===== src/logic/mir_pkg.sv =====
/*
 * Package for the motion and image status register block: register
 * indices, status bit positions, reset values and the carrier structs.
 * Assumes an APB master with 32-bit data and word-aligned registers.
 */
package mir_pkg;

	// register indices; byte address is four times the index
	localparam logic [7:0] IDX_MODEL_IDENTITY   = 8'h00;
	localparam logic [7:0] IDX_FIRMWARE_REV     = 8'h01;
	localparam logic [7:0] IDX_MOVEMENT_STATUS  = 8'h02;
	localparam logic [7:0] IDX_X_DISP_LOW       = 8'h03;
	localparam logic [7:0] IDX_X_DISP_HIGH      = 8'h04;
	localparam logic [7:0] IDX_Y_DISP_LOW       = 8'h05;
	localparam logic [7:0] IDX_Y_DISP_HIGH      = 8'h06;
	localparam logic [7:0] IDX_SURFACE_QUALITY  = 8'h07;
	localparam logic [7:0] IDX_PIXEL_TOTAL_HIGH = 8'h08;
	localparam logic [7:0] IDX_BRIGHTEST_PIXEL  = 8'h09;
	localparam logic [7:0] IDX_DARKEST_PIXEL    = 8'h0a;
	localparam logic [7:0] IDX_EXPOSURE_LOW     = 8'h0b;
	localparam logic [7:0] IDX_LAST             = 8'h0b;

	// movement status bit positions
	localparam int BIT_MOVEMENT_FLAG  = 7;
	localparam int BIT_LASER_FAULT    = 6;
	localparam int BIT_LASER_POWER_OK = 5;
	localparam int BIT_ACTIVITY_HI    = 2;
	localparam int BIT_ACTIVITY_LO    = 1;
	localparam int BIT_FIRST_PIXEL    = 0;

	// reset values
	localparam logic [7:0] RST_STATUS   = 8'h00;
	localparam logic [7:0] RST_STAT     = 8'h00;
	localparam logic [7:0] RST_EXPOSURE = 8'h20;

	// image statistic ranges and scaling
	localparam int SUM_WIDTH        = 17;
	localparam int SUM_SHIFT        = 9;
	localparam int FEATURE_WIDTH    = 10;
	localparam int FEATURE_SHIFT    = 2;
	localparam logic [7:0] SQ_MAX   = 8'ha9;
	localparam logic [7:0] PIX_MAX  = 8'h7f;
	localparam logic [7:0] SUM_MAX  = 8'hdf;

	// internal oscillator rate in which exposure counts are expressed
	localparam int OSC_MHZ = 50;

	// one completed frame of statistics from the image pipeline
	typedef struct packed {
		logic [FEATURE_WIDTH-1:0] features;
		logic [SUM_WIDTH-1:0]     pixelSum;
		logic [6:0]               brightest;
		logic [6:0]               darkest;
		logic [15:0]              exposure;
	} mir_frame_s;

	// all state of the register block except the laser fault synchroniser
	typedef struct packed {
		logic              movementFlag;
		logic              snapValid;
		logic [15:0]       accX;
		logic [15:0]       accY;
		logic [15:0]       snapX;
		logic [15:0]       snapY;
		logic [7:0]        surfaceQuality;
		logic [7:0]        pixelTotalHigh;
		logic [7:0]        brightestPixel;
		logic [7:0]        darkestPixel;
		logic [7:0]        exposureLow;
		logic [31:0]       prdata;
	} mir_state_s;

endpackage


===== src/logic/mir_status_regs.sv =====
/*
 * Register block of an optical navigation sensor: identity bytes, the
 * movement status byte with displacement snapshot, read-to-clear high
 * bytes and per-frame image statistics, all reached over APB.
 * Assumes the image pipeline delivers displacement steps and frame
 * statistics as single-cycle pulses on ref_clk; the laser fault pin is
 * asynchronous and is synchronised here.
 */
// Our own choice: the APB interface to the registers.
// How it works
// - identity byte at index zero is a constant parameter, never changes.
// - firmware revision byte at index one is a constant parameter.
// - status bit 7 set while unreported displacement has accumulated.
// - reading status freezes both displacement words into a snapshot.
// - rereading status before the displacement bytes replaces the old snapshot.
// - any status write clears movement flag and all displacement bytes.
// - status bit 6 reports laser drive shorted to ground.
// - status bit 5 high when laser power pair is complementary.
// - status bits 2:1 report run or rest level one to three.
// - status bit 0 high when frame capture word is pixel 0,0.
// - reading either high displacement byte clears that axis snapshot.
// - surface quality is features divided by four, capped at 169.
// - pixel total byte is bits 16:9 of the 17-bit frame sum, capped at 223.
// - brightest pixel byte is updated each frame, 0 to 127.
// - darkest pixel byte is updated each frame, 0 to 127.
// - exposure low byte at index 0x0b, reset value 0x20.
// - exposure counts are internal oscillator cycles at 50 MHz.
module mir_status_regs
	import mir_pkg::*;
#(
	parameter logic [7:0] MODEL_ID = 8'h5a,  // arbitrary value
	parameter logic [7:0] FW_REV   = 8'h01   // arbitrary value
)
(
	input  wire logic        ref_clk,
	input  wire logic        nrst,
	input  wire logic        psel,
	input  wire logic        penable,
	input  wire logic        pwrite,
	input  wire logic [11:0] paddr,
	input  wire logic [31:0] pwdata,
	input  wire logic [3:0]  pstrb,
	output logic      [31:0] prdata,
	output logic             pready,
	output logic             pslverr,
	input  wire logic        motionValid,
	input  wire logic [15:0] motionDx,
	input  wire logic [15:0] motionDy,
	input  wire logic        frameDone,
	input  wire mir_frame_s  frameStats,
	input  wire logic        laserDriveShort,
	input  wire logic        laserPowerOk,
	input  wire logic [1:0]  activityLevel,
	input  wire logic        capturePixelFirst
);

	mir_state_s st;
	mir_state_s next_st;
	logic [1:0] faultSync;
	logic [7:0] statusByte;
	logic [7:0] regIdx;
	logic       addrOk;
	logic       rdSetup;
	logic       motionNow;
	logic       rdAcc;
	logic       wrAcc;
	logic [15:0] sumX;
	logic [15:0] sumY;
	logic [7:0]  sqRaw;
	logic [7:0]  sumRaw;

	// package constants that the byte slices, the register map and the exposure count rate depend on
	if (SUM_WIDTH - SUM_SHIFT != 8)
	begin : g_bad_sum
		$error("pixel total slice is not one byte wide");
	end
	if (FEATURE_WIDTH - FEATURE_SHIFT != 8)
	begin : g_bad_feature
		$error("surface quality slice is not one byte wide");
	end
	if (IDX_LAST != IDX_EXPOSURE_LOW)
	begin : g_bad_last
		$error("last register index does not match the exposure byte");
	end
	if (OSC_MHZ <= 0)
	begin : g_bad_osc
		$error("exposure count oscillator rate must be positive");
	end

	// laser fault pin is asynchronous: two flops before use
	always_ff @(posedge ref_clk or negedge nrst)
	begin
		if (!nrst)
			faultSync <= 2'b00;
		else
			faultSync <= {faultSync[0], laserDriveShort};
	end

	// zero-wait slave; read data is loaded during the setup cycle so it stands
	// at the access edge; unmapped or misaligned addresses answer with pslverr
	assign regIdx  = paddr[9:2];
	assign rdSetup = psel && !penable && !pwrite && addrOk;
	assign addrOk  = (paddr[1:0] == 2'b00) && (paddr[11:10] == 2'b00) && (regIdx <= IDX_LAST);
	assign pready  = 1'b1;
	assign pslverr = psel && penable && !addrOk;
	assign rdAcc   = psel && penable && !pwrite && addrOk;
	assign wrAcc   = psel && penable && pwrite && addrOk;
	assign prdata  = st.prdata;

	// live status byte; reserved bits 4:3 read zero
	always_comb
	begin
		statusByte = RST_STATUS;
		statusByte[BIT_MOVEMENT_FLAG]  = st.movementFlag || motionNow;
		statusByte[BIT_LASER_FAULT]    = faultSync[1];
		statusByte[BIT_LASER_POWER_OK] = laserPowerOk;
		statusByte[BIT_ACTIVITY_HI]    = activityLevel[1];
		statusByte[BIT_ACTIVITY_LO]    = activityLevel[0];
		statusByte[BIT_FIRST_PIXEL]    = capturePixelFirst;
	end

	// a nonzero step in this cycle; counts toward the flag before it lands in acc
	assign motionNow = motionValid && ((motionDx != 16'h0000) || (motionDy != 16'h0000));

	// accumulators saturate nowhere: 16-bit wrap matches the reported width
	assign sumX = st.accX + (motionValid ? motionDx : 16'h0000);
	assign sumY = st.accY + (motionValid ? motionDy : 16'h0000);

	// statistic scaling, clamped to the documented maxima
	assign sqRaw  = frameStats.features[FEATURE_WIDTH-1:FEATURE_SHIFT];
	assign sumRaw = frameStats.pixelSum[SUM_WIDTH-1:SUM_SHIFT];

	// single next-state process for all of st; the fault synchroniser has its own flops
	always_comb
	begin
		next_st = st;
		next_st.accX = sumX;
		next_st.accY = sumY;
		// motion seen this cycle sets the flag; wins over a read snapshot clear
		if (motionNow)
			next_st.movementFlag = 1'b1;

		// per-frame statistics written in one cycle so reads never tear
		if (frameDone)
		begin
			next_st.surfaceQuality = (sqRaw > SQ_MAX) ? SQ_MAX : sqRaw;
			next_st.pixelTotalHigh = (sumRaw > SUM_MAX) ? SUM_MAX : sumRaw;
			next_st.brightestPixel = {1'b0, frameStats.brightest} & PIX_MAX;
			next_st.darkestPixel   = {1'b0, frameStats.darkest} & PIX_MAX;
			next_st.exposureLow    = frameStats.exposure[7:0];
		end

		// read data loads at the end of setup so it already stands when pready is sampled
		if (rdSetup)
		begin
			next_st.prdata = 32'h0000_0000;
			unique case (regIdx)
				IDX_MODEL_IDENTITY:   next_st.prdata[7:0] = MODEL_ID;
				IDX_FIRMWARE_REV:     next_st.prdata[7:0] = FW_REV;
				IDX_MOVEMENT_STATUS:  next_st.prdata[7:0] = statusByte;
				IDX_X_DISP_LOW:       next_st.prdata[7:0] = st.snapX[7:0];
				IDX_X_DISP_HIGH:      next_st.prdata[7:0] = st.snapX[15:8];
				IDX_Y_DISP_LOW:       next_st.prdata[7:0] = st.snapY[7:0];
				IDX_Y_DISP_HIGH:      next_st.prdata[7:0] = st.snapY[15:8];
				IDX_SURFACE_QUALITY:  next_st.prdata[7:0] = st.surfaceQuality;
				IDX_PIXEL_TOTAL_HIGH: next_st.prdata[7:0] = st.pixelTotalHigh;
				IDX_BRIGHTEST_PIXEL:  next_st.prdata[7:0] = st.brightestPixel;
				IDX_DARKEST_PIXEL:    next_st.prdata[7:0] = st.darkestPixel;
				IDX_EXPOSURE_LOW:     next_st.prdata[7:0] = st.exposureLow;
				default:              next_st.prdata = 32'h0000_0000;
			endcase
		end
		else if (psel && !penable && !pwrite)
			next_st.prdata = 32'h0000_0000;

		// side effects of a read happen only at the access edge
		if (rdAcc)
		begin
			unique case (regIdx)
				IDX_MOVEMENT_STATUS:
				begin
					// snapshot takes what built up; this cycle's step opens the next report
					next_st.snapX = st.accX;
					next_st.snapY = st.accY;
					next_st.snapValid = 1'b1;
					next_st.accX = motionValid ? motionDx : 16'h0000;
					next_st.accY = motionValid ? motionDy : 16'h0000;
					next_st.movementFlag = motionNow;
				end
				IDX_X_DISP_HIGH:
					next_st.snapX = 16'h0000;
				IDX_Y_DISP_HIGH:
				begin
					next_st.snapY = 16'h0000;
					next_st.snapValid = 1'b0;
				end
				default:
					next_st.snapValid = st.snapValid;
			endcase
		end

		// write to status discards everything, including motion of this cycle
		if (wrAcc && (regIdx == IDX_MOVEMENT_STATUS))
		begin
			next_st.movementFlag = 1'b0;
			next_st.accX = 16'h0000;
			next_st.accY = 16'h0000;
			next_st.snapX = 16'h0000;
			next_st.snapY = 16'h0000;
			next_st.snapValid = 1'b0;
		end
	end

	// state register
	always_ff @(posedge ref_clk or negedge nrst)
	begin
		if (!nrst)
		begin
			st                <= '0;
			st.surfaceQuality <= RST_STAT;
			st.exposureLow    <= RST_EXPOSURE;
		end
		else
			st <= next_st;
	end

	// a status write leaves no displacement behind
	a_status_write_clear: assert property (@(posedge ref_clk) disable iff (!nrst)
		(wrAcc && regIdx == IDX_MOVEMENT_STATUS) |=> (!st.movementFlag && st.snapX == 16'h0000
		&& st.accX == 16'h0000))
		else $error("status write did not clear displacement");

	// high byte read clears that axis snapshot
	a_high_read_clear: assert property (@(posedge ref_clk) disable iff (!nrst)
		(rdAcc && regIdx == IDX_X_DISP_HIGH) |=> (st.snapX == 16'h0000))
		else $error("x high read did not clear");

	// status read freezes accumulated motion into the snapshot
	a_status_read_freeze: assert property (@(posedge ref_clk) disable iff (!nrst)
		(rdAcc && regIdx == IDX_MOVEMENT_STATUS && !motionValid) |=> (st.snapX == $past(st.accX)
		&& st.accX == 16'h0000))
		else $error("status read did not freeze displacement");

	// second status read refreshes the snapshot from new accumulation
	a_reread_replace: assert property (@(posedge ref_clk) disable iff (!nrst)
		(rdAcc && regIdx == IDX_MOVEMENT_STATUS && st.snapValid) |=> (st.snapY == $past(st.accY)))
		else $error("reread did not replace snapshot");

	// identity byte is constant
	a_model_identity: assert property (@(posedge ref_clk) disable iff (!nrst)
		(rdAcc && regIdx == IDX_MODEL_IDENTITY) |-> (prdata == {24'h000000, MODEL_ID}))
		else $error("identity byte wrong");

	// revision byte is constant
	a_firmware_rev: assert property (@(posedge ref_clk) disable iff (!nrst)
		(rdAcc && regIdx == IDX_FIRMWARE_REV) |-> (prdata == {24'h000000, FW_REV}))
		else $error("revision byte wrong");

	// nonzero motion raises the flag unless a status write discards it
	a_motion_flag: assert property (@(posedge ref_clk) disable iff (!nrst)
		(motionValid && motionDx != 16'h0000 && !wrAcc) |=> st.movementFlag)
		else $error("motion flag not set");

	// status bits read back as their sources in the setup cycle
	a_status_bits: assert property (@(posedge ref_clk) disable iff (!nrst)
		(rdAcc && regIdx == IDX_MOVEMENT_STATUS) |-> (prdata[2:1] == $past(activityLevel)
		&& prdata[0] == $past(capturePixelFirst) && prdata[5] == $past(laserPowerOk)
		&& prdata[6] == $past(faultSync[1])))
		else $error("status bits wrong");

	// frame statistics land together and within range
	a_frame_update: assert property (@(posedge ref_clk) disable iff (!nrst)
		frameDone |=> (st.surfaceQuality <= SQ_MAX && st.pixelTotalHigh <= SUM_MAX
		&& st.brightestPixel == {1'b0, $past(frameStats.brightest)}
		&& st.darkestPixel == {1'b0, $past(frameStats.darkest)}
		&& st.exposureLow == $past(frameStats.exposure[7:0])))
		else $error("frame statistics not updated");

	// motion arriving during a status read stays for the next report
	a_keep_accumulating: assert property (@(posedge ref_clk) disable iff (!nrst)
		(rdAcc && regIdx == IDX_MOVEMENT_STATUS && motionValid) |=> (st.accX == $past(motionDx)))
		else $error("motion lost during freeze");

	// status flag shows motion known in the setup cycle
	a_status_flag_read: assert property (@(posedge ref_clk) disable iff (!nrst)
		(rdAcc && regIdx == IDX_MOVEMENT_STATUS) |-> (prdata[7] == $past(st.movementFlag || motionNow)))
		else $error("status flag read wrong");

	// a status read with no new step leaves the flag low
	a_flag_clears_read: assert property (@(posedge ref_clk) disable iff (!nrst)
		(rdAcc && regIdx == IDX_MOVEMENT_STATUS && !motionValid) |=> !st.movementFlag)
		else $error("flag not cleared by status read");

	// reserved status bits always read zero
	a_status_reserved: assert property (@(posedge ref_clk) disable iff (!nrst)
		(rdAcc && regIdx == IDX_MOVEMENT_STATUS) |-> (prdata[4:3] == 2'b00))
		else $error("reserved status bits set");

	// upper bus lanes never carry data
	a_upper_zero: assert property (@(posedge ref_clk) disable iff (!nrst)
		prdata[31:8] == 24'h000000)
		else $error("upper read lanes not zero");

	// steps add into the accumulator while the bus is idle
	a_accumulate_x: assert property (@(posedge ref_clk) disable iff (!nrst)
		(motionValid && !psel) |=> (st.accX == $past(st.accX) + $past(motionDx)))
		else $error("x step not accumulated");

	// snapshot only moves on bus accesses
	a_snap_steady: assert property (@(posedge ref_clk) disable iff (!nrst)
		!psel |=> (st.snapX == $past(st.snapX) && st.snapY == $past(st.snapY)))
		else $error("snapshot changed without access");

	// low byte reads leave the snapshot alone
	a_x_low_keeps: assert property (@(posedge ref_clk) disable iff (!nrst)
		(rdAcc && regIdx == IDX_X_DISP_LOW) |=> (st.snapX == $past(st.snapX)))
		else $error("x low read disturbed snapshot");

	// x high byte comes from the frozen snapshot
	a_x_high_data: assert property (@(posedge ref_clk) disable iff (!nrst)
		(rdAcc && regIdx == IDX_X_DISP_HIGH) |-> (prdata[7:0] == $past(st.snapX[15:8])))
		else $error("x high byte wrong");

	// y low byte comes from the frozen snapshot
	a_y_low_data: assert property (@(posedge ref_clk) disable iff (!nrst)
		(rdAcc && regIdx == IDX_Y_DISP_LOW) |-> (prdata[7:0] == $past(st.snapY[7:0])))
		else $error("y low byte wrong");

	// y high byte read clears that axis and ends the report
	a_y_high_clear: assert property (@(posedge ref_clk) disable iff (!nrst)
		(rdAcc && regIdx == IDX_Y_DISP_HIGH) |=> (st.snapY == 16'h0000 && !st.snapValid))
		else $error("y high read did not clear");

	// writes elsewhere leave motion state untouched
	a_write_no_effect: assert property (@(posedge ref_clk) disable iff (!nrst)
		(wrAcc && regIdx != IDX_MOVEMENT_STATUS && !motionValid)
		|=> (st.accX == $past(st.accX) && st.movementFlag == $past(st.movementFlag)))
		else $error("write to other index changed motion");

	// refused accesses leave the accumulator and movement flag alone; a refused read still zeroes the read data
	a_error_no_clear: assert property (@(posedge ref_clk) disable iff (!nrst)
		(psel && penable && !addrOk && !motionValid)
		|=> (st.accX == $past(st.accX) && st.movementFlag == $past(st.movementFlag)))
		else $error("refused access changed motion");

	// refused accesses leave the snapshot alone
	a_error_no_read: assert property (@(posedge ref_clk) disable iff (!nrst)
		(psel && penable && !addrOk) |=> (st.snapX == $past(st.snapX) && st.snapY == $past(st.snapY)))
		else $error("refused access changed snapshot");

	// statistics hold between frames
	a_frame_hold: assert property (@(posedge ref_clk) disable iff (!nrst)
		!frameDone |=> (st.surfaceQuality == $past(st.surfaceQuality)
		&& st.pixelTotalHigh == $past(st.pixelTotalHigh) && st.exposureLow == $past(st.exposureLow)))
		else $error("statistics changed between frames");

	// in-range feature count is passed through unclamped
	a_quality_scale: assert property (@(posedge ref_clk) disable iff (!nrst)
		(frameDone && sqRaw <= SQ_MAX) |=> (st.surfaceQuality == $past(sqRaw)))
		else $error("surface quality scaling wrong");

	// in-range pixel total is passed through unclamped
	a_sum_scale: assert property (@(posedge ref_clk) disable iff (!nrst)
		(frameDone && sumRaw <= SUM_MAX) |=> (st.pixelTotalHigh == $past(sumRaw)))
		else $error("pixel total scaling wrong");

	// surface quality never exceeds its ceiling
	a_quality_cap: assert property (@(posedge ref_clk) disable iff (!nrst)
		st.surfaceQuality <= SQ_MAX)
		else $error("surface quality above ceiling");

	// pixel total never exceeds its ceiling
	a_sum_cap: assert property (@(posedge ref_clk) disable iff (!nrst)
		st.pixelTotalHigh <= SUM_MAX)
		else $error("pixel total above ceiling");

	// brightest and darkest pixel stay seven bits
	a_pixel_range: assert property (@(posedge ref_clk) disable iff (!nrst)
		(st.brightestPixel <= PIX_MAX && st.darkestPixel <= PIX_MAX))
		else $error("pixel extreme out of range");

	// exposure byte read returns the value held in the setup cycle
	a_exposure_read: assert property (@(posedge ref_clk) disable iff (!nrst)
		(rdAcc && regIdx == IDX_EXPOSURE_LOW) |-> (prdata[7:0] == $past(st.exposureLow)))
		else $error("exposure byte read wrong");

endmodule


===== config.mk =====
export PLATFORM = sky130hd
export DESIGN_NAME = mir_status_regs
export DESIGN_NICKNAME = d
export VERILOG_FILES = /design/src/logic/mir_pkg.sv /design/src/logic/mir_status_regs.sv
export SDC_FILE = /design/constraint.sdc
export NUM_CORES = 1
export LEC_CHECK = 0
export BUFFER_PORTS_ARGS = -buffer_cell sky130_fd_sc_hd__clkbuf_2
export CAP_MARGIN = 20
export CORE_UTILIZATION = 40
export DETAILED_ROUTE_END_ITERATION = 16
export MAX_ROUTING_LAYER = met4
export PLACE_DENSITY = 0.72
export SYNTH_ARGS = -nofsm -noshare
export SYNTH_HDL_FRONTEND = slang
export SYNTH_SLANG_ARGS = --single-unit

===== constraint.sdc =====
create_clock -name ref_clk -period 8.4 [get_ports ref_clk]
set_input_delay 1.26 -clock ref_clk [delete_from_list [all_inputs] [get_ports ref_clk]]
set_output_delay 1.26 -clock ref_clk [all_outputs]
set_load 0.02 [all_outputs]

Yosys cells after proc, flatten, opt, wreduce, memory -nomap -nowiden
Cells that the tools add are included.
{"block": "word_totals", "regBits": 137, "inputBits": 149}
{"block": "op_classes", "n_addsub": 2, "n_lt_le_gt_ge": 3, "n_eq_ne": 11, "n_mux": 15, "reduce_logical": 29}
{"cell": "$mux 66", "count": 2}
{"cell": "$mux 32", "count": 3}
{"cell": "$pmux 8 s12", "count": 1}
{"cell": "$pmux 16 s2", "count": 2}
{"cell": "$add 16x16->16", "count": 2}
{"cell": "$eq 8x3->1 const B", "count": 4}
{"cell": "$eq 8x4->1 const B", "count": 4}
{"cell": "$mux 16", "count": 2}
{"cell": "$reduce_bool 16->1", "count": 2}
{"cell": "$eq 8x2->1 const B", "count": 2}
{"cell": "$gt 8x8->1 const B", "count": 2}
{"cell": "$mux 8", "count": 2}
{"cell": "$logic_and 1x1->1", "count": 13}
{"cell": "$eq 8x1->1 const B", "count": 1}
{"cell": "$le 8x4->1 const B", "count": 1}
{"cell": "$logic_not 8->1", "count": 1}
{"cell": "$reduce_bool 3->1", "count": 2}
{"cell": "$logic_not 2->1", "count": 2}
{"cell": "$reduce_and 2->1", "count": 2}
{"cell": "$reduce_bool 2->1", "count": 2}
{"cell": "$logic_not 1->1", "count": 3}
{"cell": "$logic_or 1x1->1", "count": 2}
{"cell": "$mux 1", "count": 2}
{"cell": "$pmux 1 s2", "count": 1}

Logic depth before layout (Yosys ltp)
Gate-level depths: netlist of run 1.
{"block": "depth", "word_depth": 7, "ltp_mapped": 19}

Worst setup path before layout of run 1
Ideal clock, no wire load.
{"block": "synth_path", "path_kind": "input to register", "start": "in motionValid", "end": "reg st[113] in the netlist's numbering", "setup_ns": 0.138, "t_arrival_ns": 5.144, "t_required_ns": 8.262, "slack_ns": 3.118, "stages": 19, "n_path_buf": 7, "path_cell_list": "buf_6 > buf_2 > buf_2 > clkbuf_1 > clkbuf_1 > clkbuf_1 > clkbuf_1 > and2_1 > ha_1 > a21oi_1 > o211ai_1 > a31o_2 > or3_1 > maj3_2 > a31oi_1 > maj3_1 > o2bb2ai_1 > xnor2_1 > o22ai_1"}
{"element": "from (decl)", "line_no": "mir_status_regs.sv:46", "rtl": "input wire logic motionValid,"}
{"element": "to (signal assigned)", "line_no": "mir_status_regs.sv:224", "rtl": "st <= next_st;"}
{"element": "to (decl)", "line_no": "mir_status_regs.sv:57", "rtl": "mir_state_s st;"}

==> flow_summary.toml, run 1 <==
[worst_setup_path]
crit_path_start = "motionValid"
critical_path.cell_chain = "clkbuf_2 > buf_4 > and2_1 > ha_1 > fa_1 > a21oi_1 > o22ai_1 > a221oi_1 > nor3_1 > a21oi_1 > maj3_1 > o21ai_0 > mux2i_1 > o221ai_1"
cpPeakStageDelay_ns = 0.56
worstSetupEndpointType = "register"
crit_type = "primary input to register"
cp_max_fo = 73
worst-path-buf-inv = 2
crit_arrival_ns = 4.70
worstSetupStartpointType = "primary input"
cpMostUsedCell = "sky130_fd_sc_hd__a21oi_1"
critical_path.slowest_cell = "sky130_fd_sc_hd__buf_4"
worst_path_dominant_cell_family = "compound AO/OA/AOI/OAI gates"
cp_data_required_time_ns = 8.67
r2r-start = "st[120]"

[clocking]
worst_skew_pair.late_latency_ns = 0.42
clk_root_buffer_cell = "sky130_fd_sc_hd__clkbuf_16"
cts_hold_buffers = 0
clkSlewWorstSetupHoldPaths_ns = 0.06
post_cts_resized = 0
cts.htree.levels = 4
clock_sink_count = 113
tritoncts = "yes"
ctsLongestPathBuffers = 2
cts_inserted_buffers = 17
total_setup_buffers_inserted_after_cts = 0

[pwr]
total_leakage_power_nw = 3.850
power.density_nw_per_um2 = 272.8
vdd.ir_drop.worst_v = 0.0001540

[route]
dr.pass1.iters = 5
wl_per_cell_um = 17.54
dr.first_iter.drc_count = 632
antenna_violating_nets_post_route = 0
post_drt_via_cell_ratio = 5.711
drt-total-wl_mm = 21.31
vias = 6939
drc = 0

[die]
chip_height_um = 141.1
std_cell_rows = 50
dieArea_um2 = 19910
design.portCount = 183
core_area_um2 = 18830
initial_core_util = 0.4110
die_w_um = 141.1

[synth]
synthesized_cell_area_um2 = 7740
cells_after_synthesis = 897
synth_seq_area_share = 0.3655
postSynth.topFlopCell = "sky130_fd_sc_hd__dfrtp_1"
synth.lib_cells_used.distinct = 74
synthTopCellsByArea = "sky130_fd_sc_hd__dfrtp_1, sky130_fd_sc_hd__o21ai_0, sky130_fd_sc_hd__nand2_1"
synth.top_cell.area_share = 0.3621
synth-edff-count = 0
yosys_warnings = 0
synth.avg_cell_area_um2 = 8.629
postSynthRegisterBits = 113
yosys.area.top_type = "sky130_fd_sc_hd__dfrtp_1"
async_flop_share = 1.000

[sta]
relSlewSlack = 0.2243
hold_violations_final = 0
maxSlewViolCount = 0
postLayoutSetupSlackWorst_ns = 3.963
max_clock_freq_ghz = 0.2254
final_min_period_over_clock_period = 0.5282
tightest_slew_ns = 1.155
finalCriticalPeriod_ns = 4.437
rsz0062_at_grt = "false"
fin_worst_skew_ns = 0.01213
setup-violations-final = 0
setup_total_negative_slack_ns = 0

[cells_and_area]
layout_overhead_on_the_synthesized_area_pct = 14.08
layout.cells.most_common = "sky130_fd_sc_hd__dfrtp_1"
final_net_count = 1103
ratio_of_cells_with_drive_above_1_in_the_final_layout = 0.2010
n_antenna_cell = 0
layout.cells.most_common_list = "sky130_fd_sc_hd__dfrtp_1, sky130_fd_sc_hd__clkbuf_2, sky130_fd_sc_hd__nand2_1"

[global_route]
wire_length_of_the_first_global_routing_pass_mm = 34.69
grt_max_degree = 75
globalRouteMet3Util = 0.04755
groute.layer.met1.usage = 0.3113
grt_antenna_before_repair = 0
grt_ovf = 0
first_global_vias = 6544
grt-busiest-layer = "met2"
grtUsageMet2 = 0.3502
globalRouteTotalUtil = 0.2304

[place]
detailed_place_hpwl_mm = 14.98
place.gp.congestion = 0.8889
numPortBuffers = 102
place_ws_ns = 3.569

[run_status]
run_status = "finished, final reports clean"

[worst_hold_path]
hp-start = "faultSync[0]"
hp-class = "register to register"

[flow_run]
max_cap_violations = 0
[layout make-up]
type | instances | area, µm²
fill | 1793 | 10000
inverter | 23 | 86.33
multi-input combinational | 679 | 4390
sequential | 113 | 2829
clock inverter | 14 | 201.4
tap | 260 | 325.3
clock buffer | 18 | 439.2
timing repair buffer | 108 | 558.0
[metal layers]
metal,share of wire,vias to the layer above
met5,0,-
met4,0.017,0
met1,0.46,3309
li1,-,3330
met2,0.45,272
met3,0.073,28
[path summary, 6_finish.rpt]
check	cells after the start	endpoint	slack, ns
setup / recovery	14	st[112]	3.96
hold / removal	0	faultSync[1]	0.35
setup reg to reg	11	st[132]	5.02
hold reg to reg	0	faultSync[1]	0.35
max in group asynchronous	2	st[105]	6.24
min in group asynchronous	1	st[48]	0.80
[registers in the layout (all words and copies together), names as in the netlist]
signal,cells
faultSync,2
st,103
prdata,8
[report_power, final]
part / switching (mW) / internal [mW] / leakage (nW)
sequential: 0.182 / 0.646 / 1.41
clock: 0.276 / 0.508 / 0.308
combinational: 0.428 / 0.369 / 2.14
[synthesized netlist by cell type, types with 4 or more instances]
cell type and n:
sky130_fd_sc_hd__a211oi_1 9, sky130_fd_sc_hd__a21oi_1 66, sky130_fd_sc_hd__a221oi_1 4, sky130_fd_sc_hd__a22o_1 35, sky130_fd_sc_hd__a31oi_1 13, sky130_fd_sc_hd__a32o_1 6, sky130_fd_sc_hd__and2_1 22, sky130_fd_sc_hd__and3_1 10
sky130_fd_sc_hd__buf_1 5, sky130_fd_sc_hd__buf_2 4, sky130_fd_sc_hd__buf_4 34, sky130_fd_sc_hd__clkbuf_1 61, sky130_fd_sc_hd__dfrtp_1 112, sky130_fd_sc_hd__ha_1 10, sky130_fd_sc_hd__inv_1 23, sky130_fd_sc_hd__maj3_1 5
sky130_fd_sc_hd__mux2_2 29, sky130_fd_sc_hd__mux2i_1 8, sky130_fd_sc_hd__mux4_2 5, sky130_fd_sc_hd__nand2_1 92, sky130_fd_sc_hd__nand2b_1 4, sky130_fd_sc_hd__nand3_1 34, sky130_fd_sc_hd__nor2_1 53, sky130_fd_sc_hd__nor2b_1 4
sky130_fd_sc_hd__nor3_1 14, sky130_fd_sc_hd__nor4_1 13, sky130_fd_sc_hd__nor4b_1 4, sky130_fd_sc_hd__nor4bb_1 4, sky130_fd_sc_hd__o211ai_1 4, sky130_fd_sc_hd__o21a_1 4, sky130_fd_sc_hd__o21ai_0 76, sky130_fd_sc_hd__o221ai_1 4
sky130_fd_sc_hd__o22a_1 8, sky130_fd_sc_hd__o22ai_1 15, sky130_fd_sc_hd__o31ai_1 5, sky130_fd_sc_hd__or3_1 5, sky130_fd_sc_hd__xnor2_1 20, sky130_fd_sc_hd__xor2_1 13
[worst register-to-register path: cells and delay by family, from the launching register on]
kind / cells / cell delay, ns
AO/OA/AOI/OAI: 5 / 1.29
adder cells (fa/ha/maj): 4 / 1.28
flip-flops: 1 / 0.43
AND/OR/NAND/NOR: 2 / 0.26
[cells by family (layout without fill, tap and decap cells)]
kind of cell	Yosys count	after routing	share of synthesized area
AND/OR/NAND/NOR	275	275	0.1736
flip-flops	113	113	0.3655
XOR/XNOR	33	33	0.03734
AO/OA/AOI/OAI	284	284	0.2431
other	2	25	0.0009703
adder cells (fa/ha/maj)	20	20	0.03217
buffers and inverters	128	163	0.08018
multiplexers	42	42	0.06709
[through the flow]
stage          utilization  power (mW)  instance area (µm²)  instances  hold slack, ns
6_report            0.4689       2.409                 8830       1215          0.3511
5_1_grt             0.4689       2.572                 8830       1215          0.3565
4_1_cts             0.4689       2.411                 8830       1215          0.3523
3_5_place_dp        0.4349       1.620                 8189       1183          0.3402
3_3_place_gp        0.4349       1.592                 8189       1183          0.3343
2_1_floorplan            -       1.439                 7826        920          0.3312
No activity file was read; power rests on OpenSTA's default activity.
==> inputs of run 2 (changes only) <==
--- a/config.mk
+++ b/config.mk
@@ -5,12 +5,13 @@
 export SDC_FILE = /design/constraint.sdc
 export NUM_CORES = 1
 export LEC_CHECK = 0
+export ABC_AREA = 1
 export BUFFER_PORTS_ARGS = -buffer_cell sky130_fd_sc_hd__clkbuf_2
 export CAP_MARGIN = 20
 export CORE_UTILIZATION = 40
 export DETAILED_ROUTE_END_ITERATION = 16
 export MAX_ROUTING_LAYER = met4
-export PLACE_DENSITY = 0.72
+export PLACE_DENSITY = 0.73
 export SYNTH_ARGS = -nofsm -noshare
 export SYNTH_HDL_FRONTEND = slang
 export SYNTH_SLANG_ARGS = --single-unit
==> constraint.sdc (replaced) <==
create_clock -name ref_clk -period 4.37 [get_ports ref_clk]
set_input_delay 0.6555 -clock ref_clk [delete_from_list [all_inputs] [get_ports ref_clk]]
set_output_delay 0.6555 -clock ref_clk [all_outputs]
set_load 0.02 [all_outputs]
==> flow_summary.toml, run 2 <==
[worst_setup_path]
cp_max_fo = 45
cp_data_required_time_ns = 4.63
crit_arrival_ns = 2.78
worstSetupEndpointType = "register"
worstSetupStartpointType = "primary input"
crit_type = "primary input to register"

[sta]
final_min_period_over_clock_period = 0.5781
postLayoutSetupSlackWorst_ns = 1.844
fin_worst_skew_ns = 0.009655
rsz0062_at_grt = "false"
finalCriticalPeriod_ns = 2.526
setup_total_negative_slack_ns = 0
maxSlewViolCount = 0
finalHoldWorstSlack_ns = 0.2821
max_clock_freq_ghz = 0.3958
tightest_slew_ns = 0.9398
hold_violations_final = 0
setup-violations-final = 0
relSlewSlack = 0.3700

[die]
dieArea_um2 = 19620
initial_core_util = 0.4076
std_cell_rows = 50
die_w_um = 140.1
core_area_um2 = 18710
chip_height_um = 140.1
design.portCount = 183

[route]
drt-total-wl_mm = 20.20
dr.first_iter.drc_count = 556
dr.pass1.iters = 11
drc = 1
vias = 7233
wl_per_cell_um = 13.84
post_drt_via_cell_ratio = 4.958
antenna_violating_nets_post_route = 0

[pwr]
total_leakage_power_nw = 4.907
vdd.ir_drop.worst_v = 0.0002993
final_power_mw = 4.364
power.density_nw_per_um2 = 499.3

[worst_hold_path]
hp-class = "primary input to asynchronous set/reset pin"

[clocking]
post_cts_resized = 0
total_setup_buffers_inserted_after_cts = 0
cts.htree.levels = 4
clkSlewWorstSetupHoldPaths_ns = 0.06
cts_inserted_buffers = 17
cts_hold_buffers = 0
worst_skew_pair.late_latency_ns = 0.42
clk_root_buffer_cell = "sky130_fd_sc_hd__clkbuf_16"
tritoncts = "yes"
ctsLongestPathBuffers = 2
clock_sink_count = 113

[place]
place_ws_ns = 1.419
place.gp.congestion = 0.9276
numPlacedInstances = 1427
numPortBuffers = 102
post_dp_cell_area_um2 = 8093
detailed_place_hpwl_mm = 15.15

[synth]
synth-edff-count = 0
synthTopCellsByArea = "sky130_fd_sc_hd__dfrtp_1, sky130_fd_sc_hd__nand2_1, sky130_fd_sc_hd__inv_1"
synth.lib_cells_used.distinct = 41
synthMostInstantiatedCell = "sky130_fd_sc_hd__nand2_1"
postSynth.topFlopCell = "sky130_fd_sc_hd__dfrtp_1"
synth_seq_area_share = 0.3711
cells_after_synthesis = 1128
synthesized_cell_area_um2 = 7624
synthTopCellsByCount = "sky130_fd_sc_hd__nand2_1, sky130_fd_sc_hd__inv_1, sky130_fd_sc_hd__dfrtp_1"
yosys.area.top_type = "sky130_fd_sc_hd__dfrtp_1"
synth.top_cell.area_share = 0.3676
async_flop_share = 1.000
synth.avg_cell_area_um2 = 6.758
yosys_warnings = 0
postSynthRegisterBits = 113

[cells_and_area]
final_cells = 1459
layout.cells.most_common_list = "sky130_fd_sc_hd__nand2_1, sky130_fd_sc_hd__inv_1, sky130_fd_sc_hd__dfrtp_1"
layout_overhead_on_the_synthesized_area_pct = 14.64
layout.cell_area.non_filler_um2 = 8740
n_antenna_cell = 0
final.fill_count = 1871
largest-register = "st"
final_core_utilization = 0.4672
sequential_cell_area_um2 = 2829
multi_input_area_um2 = 3870
largest_register_ff_count = 103
final_net_count = 1373
layout.cells.most_common = "sky130_fd_sc_hd__nand2_1"
ratio_of_cells_with_drive_above_1_in_the_final_layout = 0.1355

[global_route]
first_global_vias = 6801
grt_max_degree = 63
wire_length_of_the_first_global_routing_pass_mm = 33.71
globalRouteTotalUtil = 0.2241
grt_antenna_before_repair = 0
grt_ovf = 0

[run_status]
failed_checks = "DRC"
run_status = "finished with violations"

[flow_run]
max_cap_violations = 0
==> run 2: cell types whose count changed in the layout (fill, tap and decap cells not counted), moves of 16 or more <==
cell	before	now
sky130_fd_sc_hd__xnor2_1	20	3
sky130_fd_sc_hd__o21ai_1	1	17
sky130_fd_sc_hd__inv_1	23	140
sky130_fd_sc_hd__nand3_1	34	86
sky130_fd_sc_hd__and2_1	22	5
sky130_fd_sc_hd__nand2_1	92	378
sky130_fd_sc_hd__a22o_1	35	6
sky130_fd_sc_hd__nor2_1	52	91
sky130_fd_sc_hd__nand4_1	3	35
sky130_fd_sc_hd__mux2_2	29	0
==> run 2: path summary, 6_finish.rpt <==
path,depth (start not counted),slack [ns],startpoint,to
max,10,1.84,paddr[7],st[111]
max reg2reg,13,2.50,st[105],st[119]
min,1,0.28,nrst,st[57]
min reg2reg,0,0.35,faultSync[0],faultSync[1]
min in group ref_clk,1,0.34,laserDriveShort,faultSync[0]
max in group asynchronous,2,3.03,nrst,st[90]
==> run 2: kinds of logic (layout without fill, tap and decap cells) <==
logic type	after synthesis	count (layout)	share of synthesized area
buffers and inverters	210	284	0.1326
AO/OA/AOI/OAI	153	153	0.1077
XOR/XNOR	14	14	0.01608
AND/OR/NAND/NOR	624	624	0.3499
flip-flops	113	113	0.3711
other	2	25	0.0009851
adder cells (fa/ha/maj)	12	12	0.02166
==> run 2: where the power goes <==
group          total, mW  internal (mW)  switching, mW
sequential          1.39           1.24          0.151
clock               1.52           1.00          0.518
combinational       1.45          0.510          0.939
total               4.36           2.76           1.61
==> run 2: per-layer routing <==
metal,part of all wire,global-route usage
met4,0.015,0.05957
met1,0.49,0.3070
met2,0.44,0.3355
met3,0.058,0.04650
met5,0,-
==> run 2: cell type report <==
type                    count  area share
clock inverters            11     0.02019
multi-input cells         828      0.4428
flip-flops and latches    113      0.3237
well taps                 234     0.03350
repair buffers            106     0.06213
inverters                 146     0.06385
clock buffers              21     0.05383
==> run 2: critical path: stages <==
cell and delay, ns:
sky130_fd_sc_hd__clkbuf_2 0.08, sky130_fd_sc_hd__nor2_2 0.11, sky130_fd_sc_hd__nand2_2 0.16, sky130_fd_sc_hd__inv_2 0.25, sky130_fd_sc_hd__nand4_4 0.18, sky130_fd_sc_hd__nor2_4 0.17, sky130_fd_sc_hd__nand3_4 0.42, sky130_fd_sc_hd__clkinv_4 0.48
sky130_fd_sc_hd__a21oi_1 0.11, sky130_fd_sc_hd__a21boi_0 0.15
==> inputs of run 3 (changes only) <==
==> constraint.sdc (replaced) <==
create_clock -name ref_clk -period 2.34 [get_ports ref_clk]
set_input_delay 0.351 -clock ref_clk [delete_from_list [all_inputs] [get_ports ref_clk]]
set_output_delay 0.351 -clock ref_clk [all_outputs]
set_load 0.02 [all_outputs]
==> flow_summary.toml, run 3 (synthesis results as in run 2) <==
[worst_setup_path]
slack_of_the_worst_reg_to_reg_path_ns = 0.49
r2r-start = "st[105]"
cp_data_required_time_ns = 2.65
critical_path.cell_chain = "ha_1 > nand2_1 > inv_1 > o21ai_0 > nand2_1 > nand2_1 > nand2_1 > nand3_1 > nand3_1 > nand2_1 > nand3_1 > nand2_1 > inv_1"
cp_max_fo = 3
reg2reg_to = "st[117]"
cpMostUsedCell = "sky130_fd_sc_hd__nand2_1"
worstSetupEndpointType = "register"
crit_type = "register to register"
critical_path.slowest_cell = "sky130_fd_sc_hd__dfrtp_1"
worstSetupStartpointType = "register"
cpPeakStageDelay_ns = 0.43
crit_arrival_ns = 2.16
r2r_cells = 13

[sta]
tightest_slew_ns = 0.6353
setup_total_negative_slack_ns = 0
setup-violations-final = 0
final_min_period_over_clock_period = 0.7922
fin_worst_skew_ns = 0.008282
finalHoldWorstSlack_ns = 0.04215
relSlewSlack = 0.5732
max_clock_freq_ghz = 0.5395
finalCriticalPeriod_ns = 1.854
hold_violations_final = 0
maxSlewViolCount = 0
postLayoutSetupSlackWorst_ns = 0.4863
rsz0062_at_grt = "false"

[die]
core_area_um2 = 18710
initial_core_util = 0.4076
chip_height_um = 140.1
std_cell_rows = 50
dieArea_um2 = 19620
design.portCount = 183
die_w_um = 140.1

[clocking]
tritoncts = "yes"
cts.htree.levels = 4
clock_sink_count = 113
clkSlewWorstSetupHoldPaths_ns = 0.05
clk_root_buffer_cell = "sky130_fd_sc_hd__clkbuf_16"
cts_inserted_buffers = 17
worst_skew_pair.late_latency_ns = 0.42
ctsLongestPathBuffers = 2
total_setup_buffers_inserted_after_cts = 0

[place]
detailed_place_hpwl_mm = 15.21
post_dp_cell_area_um2 = 8193
numPortBuffers = 102
place_ws_ns = 0.1812
place.gp.congestion = 0.9169
numPlacedInstances = 1437

[route]
vias = 7341
antenna_violating_nets_post_route = 0
drt-total-wl_mm = 20.24
post_drt_via_cell_ratio = 4.994
wl_per_cell_um = 13.77
dr.first_iter.drc_count = 525
dr.pass1.iters = 7
drc = 0

[cells_and_area]
ratio_of_cells_with_drive_above_1_in_the_final_layout = 0.1432
largest_register_ff_count = 103
final_core_utilization = 0.4718
layout.cells.most_common_list = "sky130_fd_sc_hd__nand2_1, sky130_fd_sc_hd__inv_1, sky130_fd_sc_hd__dfrtp_1"
layout_overhead_on_the_synthesized_area_pct = 15.77
largest-register = "st"
final_cells = 1470
final_net_count = 1384
layout.cells.most_common = "sky130_fd_sc_hd__nand2_1"
layout.cell_area.non_filler_um2 = 8826
n_antenna_cell = 0

[pwr]
vdd.ir_drop.worst_v = 0.0005196
clockPowerShare = 0.338
power.share.sequential = 0.324
final_power_mw = 8.028
power.switching_mw = 2.990
power.share.switching = 0.3724
power.density_nw_per_um2 = 909.6
total_leakage_power_nw = 4.963
p_int_mw = 5.038
combPwrFrac = 0.338

[global_route]
grt_max_degree = 51
globalRouteTotalUtil = 0.2226
grt_ovf = 0
wire_length_of_the_first_global_routing_pass_mm = 33.75
grt_antenna_before_repair = 0
first_global_vias = 6912

[flow_run]
max_cap_violations = 0

[worst_hold_path]
min_to = "faultSync[0]"
timing.hold.worst_path_depth = 1
hp-start = "laserDriveShort"
hp-class = "primary input to register"

[run_status]
run_status = "finished, final reports clean"
==> run 3: worst max path at each step <==
stage / from / to / slack (ns) / depth (start not counted)
floorplan: motionValid / st[132] / 0.19 / 15
global placement: motionValid / st[135] / 0.18 / 17
detailed placement: motionValid / st[135] / 0.18 / 17
CTS: st[104] / st[118] / 0.51 / 10
global route: st[105] / st[117] / 0.33 / 13
finish: st[105] / st[117] / 0.49 / 13
==> run 3: power by group through the flow <==
stage | registers, mW | logic, mW | clock network, mW
6_report | 2.60 | 2.71 | 2.71
5_1_grt | 2.63 | 3.14 | 2.85
4_1_cts | 2.58 | 2.70 | 2.76
3_5_place_dp | 2.62 | 2.67 | 0
3_3_place_gp | 2.60 | 2.63 | 0
2_1_floorplan | 2.51 | 2.12 | 0
==> run 3: metal layers <==
| metal | vias up | track usage | part of all wire |
|---|---|---|---|
| met1 | 3344 | 0.3116 | 0.49 |
| met2 | 239 | 0.3334 | 0.43 |
| met3 | 20 | 0.04068 | 0.062 |
| li1 | 3738 | - | - |
| met5 | - | - | 0 |
| met4 | 0 | 0.05032 | 0.010 |
==> run 3: layout make-up <==
class	count	area, µm²
clock buffer	20	466.7
fill	1904	9879
multi-input combinational	828	3870
clock inverter	12	156.4
tap	234	292.8
inverter	146	558.0
timing repair buffer	117	653.1
sequential	113	2829
==> run 3: critical path: cells and delay by family, from the launching register on <==
family / cells / cell delay [ns]
simple gates: 9 / 0.83
flops: 1 / 0.43
fa+ha+maj: 1 / 0.31
compound gates: 1 / 0.14
buf+inv: 2 / 0.06
==> run 3: what timing repair did <==
action | in CTS | in global routing
gates resized for setup | 0 | 0
hold buffers | 1 | 0
endpoints found under the hold margin | 40 | 0
